`config.mk`:
```
export PLATFORM = sky130hd
export DESIGN_NAME = isr_status_reporting
export DESIGN_NICKNAME = d
export VERILOG_FILES = /design/src/rtl/isr_status_reporting.v
export VERILOG_INCLUDE_DIRS = /design/src /design/src/rtl
export SDC_FILE = /design/constraint.sdc
export NUM_CORES = 1
export LEC_CHECK = 0
export BUFFER_PORTS_ARGS = -buffer_cell sky130_fd_sc_hd__buf_2
export CORE_MARGIN = 2
export CORE_UTILIZATION = 35
export DETAILED_ROUTE_END_ITERATION = 8
export GPL_TIMING_DRIVEN = 0
export PLACE_DENSITY = 0.61
export RECOVER_POWER = 100
export SYNTH_ARGS = -nofsm -noshare
export SYNTH_HDL_FRONTEND = slang
export SYNTH_HIERARCHICAL = 1
export SYNTH_SLANG_ARGS = --single-unit
```
`constraint.sdc`:
```
create_clock -name clk -period 6.6 [get_ports clk]
set_clock_uncertainty 0.05 [all_clocks]
set_input_delay 1.32 -clock clk [delete_from_list [all_inputs] [get_ports clk]]
set_output_delay 1.32 -clock clk [all_outputs]
set_load 0.02 [all_outputs]
```
`src/rtl/isr_status_map.vh`:
```
// Register indices, field positions and reset values of the status reporting block.
`ifndef ISR_STATUS_MAP_VH
`define ISR_STATUS_MAP_VH

// ----------------------------------------------------------------
// Register indices
// ----------------------------------------------------------------
`define ISR_IDX_OPER_COND 4'h0
`define ISR_IDX_OPER_EVENT 4'h1
`define ISR_IDX_OPER_ENABLE 4'h2
`define ISR_IDX_QUES_COND 4'h3
`define ISR_IDX_QUES_EVENT 4'h4
`define ISR_IDX_QUES_ENABLE 4'h5
`define ISR_IDX_STD_COND 4'h6
`define ISR_IDX_STD_EVENT 4'h7
`define ISR_IDX_STD_ENABLE 4'h8
`define ISR_IDX_SRQ_STATUS 4'h9
`define ISR_IDX_SRQ_EVENT 4'ha
`define ISR_IDX_SRQ_ENABLE 4'hb

// ----------------------------------------------------------------
// Operation condition fields
// ----------------------------------------------------------------
`define ISR_OPER_CV_BIT 8
`define ISR_OPER_CC_BIT 10

// ----------------------------------------------------------------
// Questionable condition fields
// ----------------------------------------------------------------
`define ISR_QUES_VMODE_BIT 0
`define ISR_QUES_CMODE_BIT 1
`define ISR_QUES_THERM_BIT 3
`define ISR_QUES_VERR_BIT 12
`define ISR_QUES_CERR_BIT 13
`define ISR_QUES_NOEDGE_MASK 16'h0002

// ----------------------------------------------------------------
// Service request byte fields
// ----------------------------------------------------------------
`define ISR_SRQ_ERR_BIT 3
`define ISR_SRQ_MAV_BIT 4
`define ISR_SRQ_STD_BIT 5
`define ISR_SRQ_RQS_BIT 6
`define ISR_SRQ_OPER_BIT 7

// ----------------------------------------------------------------
// Reset values
// ----------------------------------------------------------------
`define ISR_RST_16 16'h0000
`define ISR_RST_8 8'h00
`define ISR_RST_PIN 5'h00

`endif

```
`src/rtl/isr_status_reporting.v`:
```
// Status reporting block: condition, event and enable registers with service request.
`timescale 1ns/1ps
`include "isr_status_map.vh"

// ----------------------------------------------------------------
// Event and enable register pair
// ----------------------------------------------------------------
module isr_event_reg #(
    parameter W = 16,
    parameter [W-1:0] NOEDGE = {W{1'b0}}
) (
    input wire clk,
    input wire rstN,
    input wire [W-1:0] cond,
    input wire enableWr,
    input wire [W-1:0] enableData,
    input wire eventRd,
    output reg [W-1:0] eventBits,
    output reg [W-1:0] enableBits,
    output wire summary
);
    reg [W-1:0] condPrev;
    wire [W-1:0] rise;

    assign rise = cond & ~condPrev & ~NOEDGE;
    assign summary = |eventBits;

    always @(posedge clk or negedge rstN) begin
        if (!rstN) begin
            condPrev <= {W{1'b0}};
            eventBits <= {W{1'b0}};
            enableBits <= {W{1'b0}};
        end else begin
            condPrev <= cond;
            eventBits <= (eventRd ? {W{1'b0}} : eventBits) | (rise & enableBits);
            if (enableWr) begin
                enableBits <= enableData;
            end
        end
    end
endmodule // isr_event_reg

module isr_status_reporting (
    input wire clk,
    input wire rst_b,
    input wire voltModePin,
    input wire currModePin,
    input wire thermalPin,
    input wire voltFaultPin,
    input wire currFaultPin,
    input wire cmdDone,
    input wire cmdError,
    input wire errQueueNotEmpty,
    input wire outputAvail,
    input wire [7:0] stdCond,
    input wire regRd,
    input wire regWr,
    input wire [3:0] regSel,
    input wire [15:0] regWrData,
    output reg [15:0] regRdData,
    output reg regRdValid,
    output reg [7:0] statusByte,
    output wire srqAssert
);
    reg rstSync1;
    reg rstSync2;
    wire rstN;
    reg [4:0] pinSync1;
    reg [4:0] pinSync2;
    reg lastCmdErr;
    reg [15:0] operCond;
    reg [15:0] quesCond;
    reg [7:0] next_statusByte;
    reg [15:0] next_regRdData;
    reg [7:0] statusBase;
    wire [15:0] operEvent;
    wire [15:0] operEnable;
    wire [15:0] quesEvent;
    wire [15:0] quesEnable;
    wire [7:0] stdEvent;
    wire [7:0] stdEnable;
    wire [7:0] srqEvent;
    wire [7:0] srqEnable;
    wire operSum;
    wire quesSum;
    wire stdSum;
    wire rdOperEv;
    wire rdQuesEv;
    wire rdStdEv;
    wire rdSrqEv;
    wire wrOperEn;
    wire wrQuesEn;
    wire wrStdEn;
    wire wrSrqEn;

    // ----------------------------------------------------------------
    // Reset release and pin synchronisers
    // ----------------------------------------------------------------
    always @(posedge clk or negedge rst_b) begin
        if (!rst_b) begin
            rstSync1 <= 1'b0;
            rstSync2 <= 1'b0;
        end else begin
            rstSync1 <= 1'b1;
            rstSync2 <= rstSync1;
        end
    end
    assign rstN = rstSync2;

    always @(posedge clk or negedge rstN) begin
        if (!rstN) begin
            pinSync1 <= `ISR_RST_PIN;
            pinSync2 <= `ISR_RST_PIN;
        end else begin
            pinSync1 <= {currFaultPin, voltFaultPin, thermalPin, currModePin, voltModePin};
            pinSync2 <= pinSync1;
        end
    end

    // ----------------------------------------------------------------
    // Condition registers
    // ----------------------------------------------------------------
    always @* begin
        operCond = `ISR_RST_16;
        quesCond = `ISR_RST_16;
        operCond[`ISR_OPER_CV_BIT] = pinSync2[0];
        operCond[`ISR_OPER_CC_BIT] = pinSync2[1];
        quesCond[`ISR_QUES_VMODE_BIT] = pinSync2[0];
        quesCond[`ISR_QUES_CMODE_BIT] = pinSync2[1];
        quesCond[`ISR_QUES_THERM_BIT] = pinSync2[2];
        quesCond[`ISR_QUES_VERR_BIT] = pinSync2[3];
        quesCond[`ISR_QUES_CERR_BIT] = pinSync2[4];
    end

    // ----------------------------------------------------------------
    // Event and enable registers
    // ----------------------------------------------------------------
    assign rdOperEv = regRd && (regSel == `ISR_IDX_OPER_EVENT);
    assign rdQuesEv = regRd && (regSel == `ISR_IDX_QUES_EVENT);
    assign rdStdEv = regRd && (regSel == `ISR_IDX_STD_EVENT);
    assign rdSrqEv = regRd && (regSel == `ISR_IDX_SRQ_EVENT);

    assign wrOperEn = regWr && (regSel == `ISR_IDX_OPER_ENABLE);
    assign wrQuesEn = regWr && (regSel == `ISR_IDX_QUES_ENABLE);
    assign wrStdEn = regWr && (regSel == `ISR_IDX_STD_ENABLE);
    assign wrSrqEn = regWr && (regSel == `ISR_IDX_SRQ_ENABLE);

    isr_event_reg #(.W(16)) operRegs (
        .clk(clk),
        .rstN(rstN),
        .cond(operCond),
        .enableWr(wrOperEn),
        .enableData(regWrData),
        .eventRd(rdOperEv),
        .eventBits(operEvent),
        .enableBits(operEnable),
        .summary(operSum)
    );

    // current mode bit has no edge
    isr_event_reg #(.W(16), .NOEDGE(`ISR_QUES_NOEDGE_MASK)) quesRegs (
        .clk(clk),
        .rstN(rstN),
        .cond(quesCond),
        .enableWr(wrQuesEn),
        .enableData(regWrData),
        .eventRd(rdQuesEv),
        .eventBits(quesEvent),
        .enableBits(quesEnable),
        .summary(quesSum)
    );

    isr_event_reg #(.W(8)) stdRegs (
        .clk(clk),
        .rstN(rstN),
        .cond(stdCond),
        .enableWr(wrStdEn),
        .enableData(regWrData[7:0]),
        .eventRd(rdStdEv),
        .eventBits(stdEvent),
        .enableBits(stdEnable),
        .summary(stdSum)
    );

    isr_event_reg #(.W(8)) srqRegs (
        .clk(clk),
        .rstN(rstN),
        .cond(statusByte),
        .enableWr(wrSrqEn),
        .enableData(regWrData[7:0]),
        .eventRd(rdSrqEv),
        .eventBits(srqEvent),
        .enableBits(srqEnable),
        .summary()
    );

    // ----------------------------------------------------------------
    // Command error flag and service request byte
    // ----------------------------------------------------------------
    always @(posedge clk or negedge rstN) begin
        if (!rstN) begin
            lastCmdErr <= 1'b0;
        end else if (cmdDone) begin
            lastCmdErr <= cmdError;
        end
    end

    always @* begin
        statusBase = `ISR_RST_8;
        // error bit clear after good command unless questionable summary or error queue flag is set
        statusBase[`ISR_SRQ_ERR_BIT] = quesSum | errQueueNotEmpty | lastCmdErr;
        statusBase[`ISR_SRQ_MAV_BIT] = outputAvail;
        statusBase[`ISR_SRQ_STD_BIT] = stdSum;
        statusBase[`ISR_SRQ_OPER_BIT] = operSum;
    end

    always @* begin
        next_statusByte = statusBase;
        next_statusByte[`ISR_SRQ_RQS_BIT] = |(statusBase & srqEnable);
    end

    always @(posedge clk or negedge rstN) begin
        if (!rstN) begin
            statusByte <= `ISR_RST_8;
        end else begin
            statusByte <= next_statusByte;
        end
    end

    assign srqAssert = statusByte[`ISR_SRQ_RQS_BIT];

    // ----------------------------------------------------------------
    // Register read port
    // ----------------------------------------------------------------
    always @* begin
        next_regRdData = `ISR_RST_16;
        case (regSel)
            `ISR_IDX_OPER_COND: next_regRdData = operCond;
            `ISR_IDX_OPER_EVENT: next_regRdData = operEvent;
            `ISR_IDX_OPER_ENABLE: next_regRdData = operEnable;
            `ISR_IDX_QUES_COND: next_regRdData = quesCond;
            `ISR_IDX_QUES_EVENT: next_regRdData = quesEvent;
            `ISR_IDX_QUES_ENABLE: next_regRdData = quesEnable;
            `ISR_IDX_STD_COND: next_regRdData = {8'h00, stdCond};
            `ISR_IDX_STD_EVENT: next_regRdData = {8'h00, stdEvent};
            `ISR_IDX_STD_ENABLE: next_regRdData = {8'h00, stdEnable};
            `ISR_IDX_SRQ_STATUS: next_regRdData = {8'h00, statusByte};
            `ISR_IDX_SRQ_EVENT: next_regRdData = {8'h00, srqEvent};
            `ISR_IDX_SRQ_ENABLE: next_regRdData = {8'h00, srqEnable};
            default: next_regRdData = `ISR_RST_16;
        endcase
    end

    always @(posedge clk or negedge rstN) begin
        if (!rstN) begin
            regRdData <= `ISR_RST_16;
            regRdValid <= 1'b0;
        end else begin
            regRdValid <= regRd;
            if (regRd) begin
                regRdData <= next_regRdData;
            end
        end
    end
endmodule // isr_status_reporting

```
==> results.md <==
- Final ANT Viol Nets: 0
- Post-DP HPWL: 13450 µm
- CP required: just under 7000 ps
- CP Launch Point: regSel[0]
- Synth Cell Area: between 7000 and 8000 µm²
- Largest net degree at the start of global routing: 68
- GRT Total Usage: 0.1821
- Lkg Pwr: ~0.0038 µW
- RSZ-0062 raised after global routing: false
- Die width: roughly 150 µm
- Worst Hold Launch: pinSync1[1]
- Most common cell after layout, fill and taps aside: dfrtp_1
- Worst-Skew Late Latency: around 430 ps
- Most frequent cells in the layout: 177 x dfrtp_1, 64 x inv_1, 63 x nand2_1, 61 x clkbuf_1, 61 x conb_1
- Total power: 2794 µW
- Final hold vios: 0
- Post-Route WL: 18970 µm
- Die Y: around 150 µm
- Max-Slew Margin vs Limit: -0.5637
- Hold depth: 0
- Starting Density: 0.3571
- Final core occ: 0.4190
- Via count: between 5000 and 6000
- CTS Root Cell: clkbuf_16
- Max Clk Rate: approximately 240 MHz
- Std-Cell Rows: 52
- CP endpoint kind: register
- Worst Setup Start Kind: input pin
- R2R setup slack: just over 4000 ps
- Final setup vio count: 0
- Clock buffer depth: 2
- Global-route wire length before repair: 29830 µm
- Routed len/inst: approximately 19 µm
- Share of layout cells above drive strength 1: 0.1216
- FF-to-FF End: operRegs/condPrev[10]
- Ant diodes: 0
- Syn-to-layout area delta: 17.33%
- IR Drop Worst-Case VDD: between 0.00015 and 0.0002 V
- Fin crit share: 0.6380
- Number of port buffers: a little over 60
- Crit path DAT: 4470 ps
- PwrDens: 328.5 nW/µm²
- Non-Filler Instances: 1010
- FF-to-FF path depth: 2
- Total iterations of the first detailed-routing run: 6
- Clock Sinks: around 180
- Crit Path Class: input pin to register
- Clock Pin Slew Worst Setup and Hold Paths: roughly 60 ps
- Critical R2R Launch: rstN
- Placed Instances: a little under 1000
- CTS buffer count: 17
- Failing checks: capacitance limit, slew limit
- Initial drt markers: 336
- Slew Limit Fails: 57
- Final worst slack: 2389 ps
- Pre-CTS setup slack: 3071 ps
- Routability Congestion: ~0.83
- Detailed-route DRC error count: 0
- GR Overflow Total: 0
- Avg Synthesized Cell Area: around 12 µm²
- Vias in the first global route: around 5000
- Die ar.: around 22000 µm²
- Max-cap viol count: 1
- # hold bufs at CTS: 0
- Worst Tran Pin Value: 2346 ps
- Via/cell ratio: around 5.0
- Final #Nets: 768
- TritonCTS clock tree: built
- Core box area: approximately 20000 µm²
- Worst-path maximum fanout: 10
- H-tree levels: 4
- Crit path time final: 4211 ps
- Ports: between 60 and 70
- Initial antenna violation count: 0
- HP Class: register to register
- Setup Buffers After CTS: 0
- Resized cells post-CTS: 0
- Outcome: complete, but fails checks
- Worst Hold Path EP: pinSync2[1]
- Yosys warning count: 6
- Final hold slack: roughly 300 ps
- Cells after Synth: 587
[layout make-up]
| class | instances | area (µm²) |
|---|---|---|
| clock buffer | 21 | 460.4 |
| tap | 270 | 337.8 |
| inverter | 64 | 240.2 |
| multi-input combinational | 371 | 2444 |
| clock inverter | 11 | 130.1 |
| fill | 1998 | 11790 |
| sequential | 177 | 4429 |
| timing repair buffer | 63 | 316.6 |
| buffer | 33 | 147.6 |
[where the power goes]
group          internal, µW  switching, µW  leakage (µW)  total (µW)
Combinational           166            187       0.00152         353
Sequential             1260            168       0.00205        1430
Clock                   581            431      0.000276        1010
Total                  2010            785       0.00385        2790
[registers in the layout, summed over array words and instances, names as in the netlist]
signal / flops
quesRegs/condPrev: 15
lastCmdErr: 1
stdRegs/condPrev: 8
statusByte: 5
operRegs/condPrev: 16
quesRegs/eventBits: 15
operRegs/eventBits: 16
stdRegs/enableBits: 8
regRdValid: 1
pinSync2: 5
rstSync1: 1
quesRegs/enableBits: 16
srqRegs/enableBits: 8
pinSync1: 5
srqRegs/eventBits: 8
stdRegs/eventBits: 8
operRegs/enableBits: 16
regRdData: 16
rstN: 1
srqRegs/condPrev: 8
[worst max-delay path by stage]
stage	endpoint	cells past startpoint
floorplan	lastCmdErr	0
finish	operRegs/enableBits[10]	6
global placement	pinSync2[4]	0
global route	operRegs/enableBits[10]	6
detailed placement	operRegs/eventBits[10]	7
CTS	operRegs/eventBits[10]	7
[stage by stage]
stage               TNS, ps  cell area [µm²]
finish                    0             8506
global route              0             8506
CTS                       0             8760
detailed placement        0             8169
global placement    -146550             8110
floorplan                 0             7467
[worst max-delay path, stage by stage]
cell and delay (ps):
clkbuf_1 240, nor3b_1 1140, and3_1 270, clkbuf_1 400
clkbuf_1 700, mux2_1 390
[layer usage]
metal  global-route usage  share of wire  vias to the layer above
met5                    0              0                        -
met4              0.07381          0.024                        0
met3              0.03827          0.053                       33
met2               0.2742           0.45                      149
met1               0.2579           0.47                     2552
li1                     -              -                     2304
No activity file was read; power rests on OpenSTA's default activity.
